==> config.mk <==
export PLATFORM = sky130hd
export DESIGN_NAME = bit_access_address_gen
export DESIGN_NICKNAME = d
export VERILOG_FILES = /design/src/shared/bitaddr_pkg.sv /design/src/design/rev_carry_adder.sv /design/src/design/bit_op_unit.sv /design/src/design/bit_access_address_gen.sv
export VERILOG_INCLUDE_DIRS = /design/src /design/src/shared
export SDC_FILE = /design/constraint.sdc
export NUM_CORES = 1
export LEC_CHECK = 0
export BUFFER_PORTS_ARGS = -buffer_cell sky130_fd_sc_hd__buf_2
export CELL_PAD_IN_SITES_DETAIL_PLACEMENT = 1
export CELL_PAD_IN_SITES_GLOBAL_PLACEMENT = 2
export CORE_ASPECT_RATIO = 1.25
export CORE_MARGIN = 4
export CORE_UTILIZATION = 39
export DETAILED_ROUTE_END_ITERATION = 8
export GPL_ROUTABILITY_DRIVEN = 0
export MAX_ROUTING_LAYER = met4
export PLACE_DENSITY = 0.79
export SLEW_MARGIN = 5
export SYNTH_ARGS = -nofsm -noshare
export SYNTH_HDL_FRONTEND = slang
export SYNTH_SLANG_ARGS = --single-unit
==> constraint.sdc <==
create_clock -name hclk -period 5.12 [get_ports hclk]
set_input_delay 0.768 -clock hclk [delete_from_list [all_inputs] [get_ports hclk]]
set_output_delay 0.768 -clock hclk [all_outputs]
set_load 0.01 [all_outputs]
==> src/shared/bitaddr_defines.svh <==
// Offsets, field positions, reset values and widths of the bit-address block
`ifndef BITADDR_DEFINES_SVH
`define BITADDR_DEFINES_SVH

// Datapath widths
`define PTR_W         23
`define LOW_W         16
`define OFS_W         16
`define ACC_W         40
`define BITPOS_W      6

// Register byte offsets on the bus
`define OFS_CTRL      12'h000
`define OFS_POINTER   12'h004
`define OFS_FIRST     12'h008
`define OFS_SECOND    12'h00c
`define OFS_PTRZERO   12'h010
`define OFS_BSTART    12'h014
`define OFS_ACC_LO    12'h018
`define OFS_ACC_HI    12'h01c
`define OFS_CMD       12'h020
`define OFS_STATUS    12'h024
`define OFS_ADDR      12'h028

// Control register fields
`define CTRL_COMPAT   0
`define CTRL_CIRC     1

// Command register fields
`define CMD_MODE_LSB  0
`define CMD_MODE_MSB  2
`define CMD_OP_LSB    4
`define CMD_OP_MSB    5

// Status register fields
`define ST_FLAG_ONE   0
`define ST_FLAG_TWO   1

// Reset values
`define RST_WORD      32'h0000_0000

`endif

==> src/shared/bitaddr_pkg.sv <==
// Types shared by the bit-address block
package bitaddr_pkg;

    // Operand forms
    typedef enum logic [2:0] {
        MODE_REV_DEC  = 3'h0,
        MODE_INC_SEC  = 3'h1,
        MODE_DEC_SEC  = 3'h2,
        MODE_IDX_SEC  = 3'h3
    } mode_e;

    // Bit operations on the accumulator
    typedef enum logic [1:0] {
        OP_SET   = 2'h0,
        OP_CLEAR = 2'h1,
        OP_PAIR  = 2'h2,
        OP_NONE  = 2'h3
    } op_e;

    // Execute sequencer states, Gray coded
    typedef enum logic [1:0] {
        ST_IDLE   = 2'b00,
        ST_ADDR   = 2'b01,
        ST_UPDATE = 2'b11
    } state_e;

endpackage

==> src/design/rev_carry_adder.sv <==
// Adder with carries running from the top bit toward bit zero
`timescale 1ns/1ps
`include "bitaddr_defines.svh"

module rev_carry_adder (
    // Operands
    input  wire logic [`PTR_W-1:0] base,
    input  wire logic [`PTR_W-1:0] operand,
    input  wire logic              subtract,
    // Result
    output logic      [`PTR_W-1:0] sum
);

    // Mirror a word end for end
    function automatic logic [`PTR_W-1:0] mirror(input logic [`PTR_W-1:0] v);
        logic [`PTR_W-1:0] r;
        r = '0;
        for (int i = 0; i < `PTR_W; i++) begin
            r[i] = v[`PTR_W-1-i];
        end
        return r;
    endfunction

    logic [`PTR_W-1:0] rb;
    logic [`PTR_W-1:0] ro;

    // Mirror, add or subtract, mirror back
    always_comb begin
        rb = mirror(base);
        ro = mirror(operand);
        if (subtract) begin
            sum = mirror(rb - ro);
        end else begin
            sum = mirror(rb + ro);
        end
    end

endmodule // rev_carry_adder

==> src/design/bit_op_unit.sv <==
// Set, clear and pair-test of one accumulator bit
`timescale 1ns/1ps
`include "bitaddr_defines.svh"

module bit_op_unit (
    // Operation
    input  wire logic [1:0]          op,
    input  wire logic [`PTR_W-1:0]   bit_addr,
    input  wire logic [`ACC_W-1:0]   acc_in,
    // Results
    output logic      [`ACC_W-1:0]   acc_out,
    output logic                     flag_one,
    output logic                     flag_two,
    output logic                     is_pair
);

    logic [`BITPOS_W-1:0] pos;
    logic [`BITPOS_W-1:0] pos_up;

    // Bit position taken from the low bits of the address
    always_comb begin
        pos      = bit_addr[`BITPOS_W-1:0];
        pos_up   = pos + 6'h01;
        acc_out  = acc_in;
        flag_one = 1'b0;
        flag_two = 1'b0;
        is_pair  = 1'b0;
        case (bitaddr_pkg::op_e'(op))
            bitaddr_pkg::OP_SET: begin
                if (pos < 6'h28) acc_out[pos] = 1'b1;
            end
            bitaddr_pkg::OP_CLEAR: begin
                if (pos < 6'h28) acc_out[pos] = 1'b0;
            end
            bitaddr_pkg::OP_PAIR: begin
                is_pair = 1'b1;
                if (pos < 6'h28) flag_one = acc_in[pos];
                if (pos_up < 6'h28) flag_two = acc_in[pos_up];
            end
            default: begin
                acc_out = acc_in;
            end
        endcase
    end

endmodule // bit_op_unit

==> src/design/bit_access_address_gen.sv <==
// Bit-address generation and pointer update with an AHB-Lite register file
// Overview of operation
// - Bit-reverse decrement, mode clear: address is pointer, subtract first offset reversed.
// - Mode bit set: subtract pointer zero instead, still with reversed carries.
// - Bit-reverse forms never treat the pointer as circular.
// - Circular config with bit-reverse: add sign-extended buffer start to the address only, pointer update unaffected.
// - Pair test copies bit at address to flag one, next bit to flag two.
// - Increment-second form: address is pointer plus optional start, then pointer plus second offset.
// - Decrement-second form: address is pointer plus optional start, then pointer minus second offset.
// - Indexed form: pointer plus optional start plus second offset, pointer unchanged.
// - Bit clear clears the accumulator bit at the generated address.
// - Bit set sets the accumulator bit at the generated address.
//
// Decided for this implementation: the AHB-Lite register port and the register addresses.
`timescale 1ns/1ps
`include "bitaddr_defines.svh"

module bit_access_address_gen (
    // Clock and reset
    input  wire logic        hclk,
    input  wire logic        hresetn,
    // AHB-Lite slave
    input  wire logic        hsel,
    input  wire logic [11:0] haddr,
    input  wire logic [1:0]  htrans,
    input  wire logic        hwrite,
    input  wire logic [2:0]  hsize,
    input  wire logic [31:0] hwdata,
    input  wire logic        hready,
    output logic      [31:0] hrdata,
    output logic             hreadyout,
    output logic             hresp,
    // Status outputs
    output logic             test_flag_one,
    output logic             test_flag_two,
    output logic             busy
);

    // ****************************************************************
    // Registers
    // ****************************************************************
    logic [31:0]         ctrl;
    logic [`PTR_W-1:0]   extended_aux_pointer;
    logic [`OFS_W-1:0]   first_offset_reg;
    logic [`OFS_W-1:0]   second_offset_reg;
    logic [`PTR_W-1:0]   extended_aux_pointer_zero;
    logic [`OFS_W-1:0]   buffer_start_value;
    logic [`ACC_W-1:0]   acc;
    logic [2:0]          cmd_mode;
    logic [1:0]          cmd_op;
    logic [`PTR_W-1:0]   bit_addr;
    bitaddr_pkg::state_e state;

    // Bus address phase capture
    logic                wr_pend;
    logic                rd_pend;
    logic [11:0]         addr_q;
    logic                start_cmd;

    logic compat_mode_bit;
    logic circ_cfg;
    assign compat_mode_bit = ctrl[`CTRL_COMPAT];
    assign circ_cfg        = ctrl[`CTRL_CIRC];

    // Sign extension of a 16-bit value to pointer width
    function automatic logic [`PTR_W-1:0] sext(input logic [15:0] v);
        return {{(`PTR_W-16){v[15]}}, v};
    endfunction

    // Zero extension of a 16-bit value to pointer width
    function automatic logic [`PTR_W-1:0] zext(input logic [15:0] v);
        return {{(`PTR_W-16){1'b0}}, v};
    endfunction

    // ****************************************************************
    // Address generation
    // ****************************************************************
    logic [`PTR_W-1:0] gen_addr;
    logic [`PTR_W-1:0] rev_operand;
    logic [`PTR_W-1:0] rev_sum;
    logic [`PTR_W-1:0] next_pointer;
    logic [`PTR_W-1:0] start_term;

    // Buffer start term used only when circular addressing is selected
    assign start_term = circ_cfg ? sext(buffer_start_value) : '0;

    // Bit address per operand form
    always_comb begin
        case (bitaddr_pkg::mode_e'(cmd_mode))
            bitaddr_pkg::MODE_REV_DEC:
                gen_addr = extended_aux_pointer + start_term;
            bitaddr_pkg::MODE_INC_SEC:
                gen_addr = extended_aux_pointer + start_term;
            bitaddr_pkg::MODE_DEC_SEC:
                gen_addr = extended_aux_pointer + start_term;
            bitaddr_pkg::MODE_IDX_SEC:
                gen_addr = extended_aux_pointer + start_term
                         + sext(second_offset_reg);
            default:
                gen_addr = extended_aux_pointer;
        endcase
    end

    // Subtrahend of the reversed-carry update
    assign rev_operand = compat_mode_bit ? extended_aux_pointer_zero
                                         : zext(first_offset_reg);

    rev_carry_adder u_rev (
        .base    (extended_aux_pointer),
        .operand (rev_operand),
        .subtract(1'b1),
        .sum     (rev_sum)
    );

    // Post-access pointer value; bit-reverse never wraps circularly
    always_comb begin
        case (bitaddr_pkg::mode_e'(cmd_mode))
            bitaddr_pkg::MODE_REV_DEC:
                next_pointer = rev_sum;
            bitaddr_pkg::MODE_INC_SEC:
                next_pointer = extended_aux_pointer
                             + sext(second_offset_reg);
            bitaddr_pkg::MODE_DEC_SEC:
                next_pointer = extended_aux_pointer
                             - sext(second_offset_reg);
            default:
                next_pointer = extended_aux_pointer;
        endcase
    end

    // ****************************************************************
    // Bit operation
    // ****************************************************************
    logic [`ACC_W-1:0] acc_new;
    logic              flag_one_new;
    logic              flag_two_new;
    logic              pair_op;

    bit_op_unit u_bitop (
        .op      (cmd_op),
        .bit_addr(bit_addr),
        .acc_in  (acc),
        .acc_out (acc_new),
        .flag_one(flag_one_new),
        .flag_two(flag_two_new),
        .is_pair (pair_op)
    );

    // ****************************************************************
    // Sequencer
    // ****************************************************************
    // Idle, latch address, then apply bit op and pointer update
    always_ff @(posedge hclk or negedge hresetn) begin
        if (!hresetn) begin
            state <= bitaddr_pkg::ST_IDLE;
        end else begin
            case (state)
                bitaddr_pkg::ST_IDLE:
                    if (start_cmd) state <= bitaddr_pkg::ST_ADDR;
                bitaddr_pkg::ST_ADDR:
                    state <= bitaddr_pkg::ST_UPDATE;
                bitaddr_pkg::ST_UPDATE:
                    state <= bitaddr_pkg::ST_IDLE;
                default:
                    state <= bitaddr_pkg::ST_IDLE;
            endcase
        end
    end

    assign busy = (state != bitaddr_pkg::ST_IDLE);

    // Generated address held for the bit operation
    always_ff @(posedge hclk or negedge hresetn) begin
        if (!hresetn) begin
            bit_addr <= '0;
        end else if (state == bitaddr_pkg::ST_ADDR) begin
            bit_addr <= gen_addr;
        end
    end

    // ****************************************************************
    // AHB-Lite slave
    // ****************************************************************
    // Capture a valid address phase
    always_ff @(posedge hclk or negedge hresetn) begin
        if (!hresetn) begin
            wr_pend <= 1'b0;
            rd_pend <= 1'b0;
            addr_q  <= 12'h000;
        end else if (hready) begin
            wr_pend <= hsel && htrans[1] && hwrite;
            rd_pend <= hsel && htrans[1] && !hwrite;
            addr_q  <= haddr;
        end
    end

    assign hreadyout = 1'b1;
    assign hresp     = 1'b0;
    assign start_cmd = wr_pend && (addr_q == `OFS_CMD)
                    && (state == bitaddr_pkg::ST_IDLE);

    // Software writes; execution updates pointer and accumulator
    always_ff @(posedge hclk or negedge hresetn) begin
        if (!hresetn) begin
            ctrl                      <= `RST_WORD;
            extended_aux_pointer      <= '0;
            first_offset_reg          <= '0;
            second_offset_reg         <= '0;
            extended_aux_pointer_zero <= '0;
            buffer_start_value        <= '0;
            acc                       <= '0;
            cmd_mode                  <= 3'h0;
            cmd_op                    <= 2'h3;
        end else if (state == bitaddr_pkg::ST_UPDATE) begin
            extended_aux_pointer <= next_pointer;
            acc                  <= acc_new;
        end else if (wr_pend) begin
            case (addr_q)
                `OFS_CTRL:    ctrl <= hwdata & 32'h0000_0003;
                `OFS_POINTER: extended_aux_pointer <= hwdata[`PTR_W-1:0];
                `OFS_FIRST:   first_offset_reg <= hwdata[15:0];
                `OFS_SECOND:  second_offset_reg <= hwdata[15:0];
                `OFS_PTRZERO: extended_aux_pointer_zero <= hwdata[`PTR_W-1:0];
                `OFS_BSTART:  buffer_start_value <= hwdata[15:0];
                `OFS_ACC_LO:  acc[31:0] <= hwdata;
                `OFS_ACC_HI:  acc[`ACC_W-1:32] <= hwdata[7:0];
                `OFS_CMD: begin
                    if (state == bitaddr_pkg::ST_IDLE) begin
                        cmd_mode <= hwdata[`CMD_MODE_MSB:`CMD_MODE_LSB];
                        cmd_op   <= hwdata[`CMD_OP_MSB:`CMD_OP_LSB];
                    end
                end
                default: ;
            endcase
        end
    end

    // Test flags follow each pair test
    always_ff @(posedge hclk or negedge hresetn) begin
        if (!hresetn) begin
            test_flag_one <= 1'b0;
            test_flag_two <= 1'b0;
        end else if (state == bitaddr_pkg::ST_UPDATE && pair_op) begin
            test_flag_one <= flag_one_new;
            test_flag_two <= flag_two_new;
        end
    end

    // Read data, unmapped offsets read zero
    always_ff @(posedge hclk or negedge hresetn) begin
        if (!hresetn) begin
            hrdata <= 32'h0000_0000;
        end else if (hready && hsel && htrans[1] && !hwrite) begin
            case (haddr)
                `OFS_CTRL:    hrdata <= ctrl;
                `OFS_POINTER: hrdata <= {9'h000, extended_aux_pointer};
                `OFS_FIRST:   hrdata <= {16'h0000, first_offset_reg};
                `OFS_SECOND:  hrdata <= {16'h0000, second_offset_reg};
                `OFS_PTRZERO: hrdata <= {9'h000, extended_aux_pointer_zero};
                `OFS_BSTART:  hrdata <= {16'h0000, buffer_start_value};
                `OFS_ACC_LO:  hrdata <= acc[31:0];
                `OFS_ACC_HI:  hrdata <= {24'h000000, acc[`ACC_W-1:32]};
                `OFS_CMD:     hrdata <= {26'h0, cmd_op, 1'b0, cmd_mode};
                `OFS_STATUS:  hrdata <= {29'h0, busy, test_flag_two,
                                         test_flag_one};
                `OFS_ADDR:    hrdata <= {9'h000, bit_addr};
                default:      hrdata <= 32'h0000_0000;
            endcase
        end
    end

    // ****************************************************************
    // Assertions
    // ****************************************************************
    AST_REV_DEC: assert property (@(posedge hclk) disable iff (!hresetn)
        (state == bitaddr_pkg::ST_UPDATE && cmd_mode == 3'h0)
        |=> extended_aux_pointer == $past(rev_sum))
        else $error("reverse decrement result wrong");
    AST_COMPAT: assert property (@(posedge hclk) disable iff (!hresetn)
        compat_mode_bit |-> rev_operand == extended_aux_pointer_zero)
        else $error("compat subtrahend wrong");
    AST_CIRC_ADDR: assert property (@(posedge hclk) disable iff (!hresetn)
        (state == bitaddr_pkg::ST_ADDR && cmd_mode == 3'h0) |=>
        bit_addr == $past(extended_aux_pointer) + $past(start_term))
        else $error("circular start not added");
    AST_INC: assert property (@(posedge hclk) disable iff (!hresetn)
        (state == bitaddr_pkg::ST_UPDATE && cmd_mode == 3'h1) |=>
        extended_aux_pointer == $past(extended_aux_pointer)
        + sext($past(second_offset_reg)))
        else $error("increment by second offset wrong");
    AST_DEC: assert property (@(posedge hclk) disable iff (!hresetn)
        (state == bitaddr_pkg::ST_UPDATE && cmd_mode == 3'h2) |=>
        extended_aux_pointer == $past(extended_aux_pointer)
        - sext($past(second_offset_reg)))
        else $error("decrement by second offset wrong");
    AST_IDX: assert property (@(posedge hclk) disable iff (!hresetn)
        (state == bitaddr_pkg::ST_UPDATE && cmd_mode == 3'h3) |=>
        $stable(extended_aux_pointer))
        else $error("indexed form moved pointer");
    AST_PAIR: assert property (@(posedge hclk) disable iff (!hresetn)
        (state == bitaddr_pkg::ST_UPDATE && cmd_op == 2'h2 && bit_addr < 23'd39)
        |=> test_flag_one == $past(acc[bit_addr[5:0]]))
        else $error("flag one not copied");
    AST_SET: assert property (@(posedge hclk) disable iff (!hresetn)
        (state == bitaddr_pkg::ST_UPDATE && cmd_op == 2'h0 && bit_addr < 23'd40)
        |=> acc[$past(bit_addr[5:0])])
        else $error("bit not set");
    AST_CLR: assert property (@(posedge hclk) disable iff (!hresetn)
        (state == bitaddr_pkg::ST_UPDATE && cmd_op == 2'h1 && bit_addr < 23'd40)
        |=> !acc[$past(bit_addr[5:0])])
        else $error("bit not cleared");

endmodule // bit_access_address_gen

==> run metrics <==
status complete, no violations; skew final 9.078 ps; XOR/XNOR Fraction of Synth Area 5.168%; global-route wire length before repair 92,030 µm; final max-slew violation count 0; gr usage total 28.22%; hold slack final 253.8 ps; max cap viols 0; ys flop type dfrtp_1; Initial DRC Count 1,183; clock latency on the worst-skew pair 540 ps; final period utilization 94.17%; Post-synth EDFFs 0; CP Class reg2reg; Critical Path RT 5570 ps; post-synthesis register bit count 213; Seq/Total Area, Yosys 34.26%; Crit path max-delay family compound AO/OA/AOI/OAI gates; number of buffers created by CTS 23; R2R Setup Slk about 300 ps; Syn-to-layout area delta 11.88%; Setup Viol. Count Final 0; Synth area leaders dfrtp_1 (34%), ha_1 (7.3%), mux2_2 (5.6%), a21oi_1 (5.3%), nand2_1 (4.1%); Compound-Gate Fraction of Synth Area 25.50%; hpwl dp 45,890 µm; initial core utilization 39.59%; largest net degree at the start of global routing between 100 and 150; R2R Path Start ctrl[1]; Post-Synth Adder-Cell Area approximately 7.8%; post-synthesis simple-gate area fraction 13.27%; area leader, netlist dfrtp_1; DP Area 0.01660 mm²; Final Net Count 1,937; CTS hold repair buffers 0; CP Max Fanout 6; Die Height 231.4 µm; Antenna Nets Post-Route 0; routed len/inst ~26 µm; CP Launch Type flip-flop; Max Clk Rate 207.4 MHz; P per Cell Area 258.9 mW/mm²; Mapped Nets 1,885; Peak VDD IR 0.1881 mV; mux share of post-synthesis cell area 10.17%; Mean Syn Cell Area 8.967 µm²; dpl ws ~220 ps; Yosys Warn Count 0; main combinational cell family by area after synthesis compound AO/OA/AOI/OAI gates; placed insts 2,261; final setup TNS 0 ps; RSZ-0062 raised after global routing false; Synth async-reset ratio 100.0%; die area between 0.04 and 0.05 mm²; ant diodes 0; IO Pins 91; LEAKAGE 7.583 nW; DRC 0; Post-Route WL between 60,000 and 70,000 µm; CP bufs+invs 0; Via-to-Cell Ratio about 6.3; Setup WS post-layout 298.6 ps; via count 14,420; maximum clock path buffer count 3; share of cells above drive strength 1 15.91%; port bufs 84; crit-path max cell delay 480 ps; Crit-path slowest cell dfrtp_2; total gr overflow 0; R2R Path End bit_addr[22]; share of the synthesized area in the top cell type 33.92%; Final Instance Count excl. Fillers 2,302; Site Rows ~80; Final Hold Fails 0; CP cell instances and2_1, ha_1, fa_1, a21oi_1, o31ai_1, a21oi_1, o21bai_1, a21oi_2, o21ai_0, xor2_1, ha_1, nand4_1, a2111o_1, nand3_2, o21ai_2, a21oi_2, a311oi_2, mux2i_1, xnor2_1, or3_1, a31oi_1; Core Region ~0.04 mm²; antenna violations before repair 0; Crit. End Element flip-flop; vias in the first global route 14,790; post-route cell area 0.01742 mm²; CTS tree done; clock sinks 213; H-tree depth 1; min Tclk post-route 4821 ps; DR pass1 iterations 7; DIE WIDTH between 150 and 200 µm; Clk pin slew, worst setup/hold paths 60 ps; mapped cell area around 0.016 mm²; Hold Crit Class in2async; worst slew pin tran 1225 ps; Critical Path AT 5270 ps; R2R depth 21; Max-slew headroom 17.79%; Cells after Synth 1,736; root buffer cell clkbuf_16; post-synthesis cell type count 82
power by group:
group | switching [mW] | total, mW | internal (mW)
Sequential | 0.123 | 1.88 | 1.75
Combinational | 0.480 | 0.801 | 0.321
Clock | 0.733 | 1.83 | 1.10
cell usage in the layout (no fill, tap or decap), types with 13 or more instances in the layout:
cell type / netlist / layout
or3_1: 15 / 15
a22o_1: 15 / 15
a221oi_1: 26 / 26
o21ai_1: 49 / 48
a21o_1: 44 / 44
mux2_2: 77 / 77
o21ai_0: 91 / 91
a31oi_1: 38 / 37
ha_1: 91 / 91
o21bai_1: 13 / 13
nand2b_1: 19 / 19
and2_1: 23 / 22
a21oi_1: 165 / 164
buf_4: 2 / 45
mux2i_1: 31 / 31
nor2_1: 92 / 89
mux4_2: 13 / 13
clkbuf_16: 0 / 23
nor3_1: 23 / 22
xor2_1: 27 / 27
inv_1: 49 / 49
buf_2: 9 / 83
dfrtp_1: 211 / 210
nand3_1: 39 / 39
a41oi_1: 15 / 15
o22ai_1: 15 / 15
xnor2_1: 63 / 63
nand2_1: 170 / 169
a22oi_1: 32 / 32
cell usage after synthesis, types with 15 or more instances:
master / instances
a21o_1: 44
a21oi_1: 165
a221oi_1: 26
a22o_1: 15
a22oi_1: 32
a31oi_1: 38
a41oi_1: 15
and2_1: 23
clkbuf_1: 83
dfrtp_1: 211
ha_1: 91
inv_1: 49
mux2_2: 77
mux2i_1: 31
nand2_1: 170
nand2b_1: 19
nand3_1: 39
nor2_1: 92
nor3_1: 23
o21ai_0: 91
o21ai_1: 49
o22ai_1: 15
or3_1: 15
xnor2_1: 63
xor2_1: 27
metrics by stage:
step	power, mW	utilization [%]
3_3_place_gp	2.676	42.20
6_report	4.508	44.29
2_1_floorplan	2.407	-
4_1_cts	4.538	44.25
3_5_place_dp	2.701	42.20
5_1_grt	4.689	44.29
cell families (layout without fill, tap and decap cells):
kind of cell	after synthesis	after routing
AOI/OAI and AO/OA	612	612
and+or+nand+nor	441	441
DFF	213	213
buffers and inverters	151	219
muxes	131	131
adders and majority gates	95	95
xor gates and xnor gates	91	91
other	2	2
how the worst max path moves through the flow:
stage                     depth (start not counted)  slack [ps]            to  startpoint
after floorplan                                  22         720  bit_addr[22]     ctrl[1]
after global placement                           21         240  bit_addr[22]     ctrl[1]
after detailed placement                         21         220  bit_addr[22]     ctrl[1]
after CTS                                        21         200  bit_addr[22]     ctrl[1]
after global routing                             21          40  bit_addr[22]     ctrl[1]
final                                            21         300  bit_addr[22]     ctrl[1]
layer usage:
layer / routed length [µm] / vias up / global-route usage [%]
met5: 0 / - / -
met4: 2266 / 0 / 9.755
met3: 3021 / 121 / 2.727
met2: 30200 / 422 / 48.88
met1: 25420 / 7294 / 34.74
li1: - / 6578 / -
cell type report:
| class | instances | area [µm²] |
|---|---|---|
| Fill cell | 4548 | 21910 |
| Multi-Input combinational cell | 1372 | 9701 |
| Sequential cell | 213 | 5334 |
| Timing Repair Buffer | 129 | 768.2 |
| Clock buffer | 31 | 655.6 |
| Tap cell | 498 | 623.1 |
| Inverter | 49 | 183.9 |
| Clock inverter | 10 | 150.1 |
what timing repair did:
item,in CTS,in global routing
endpoints found under the setup margin,0,1
gates resized for setup,0,4
setup buffers,0,0
(Power assumes the default switching activity.)
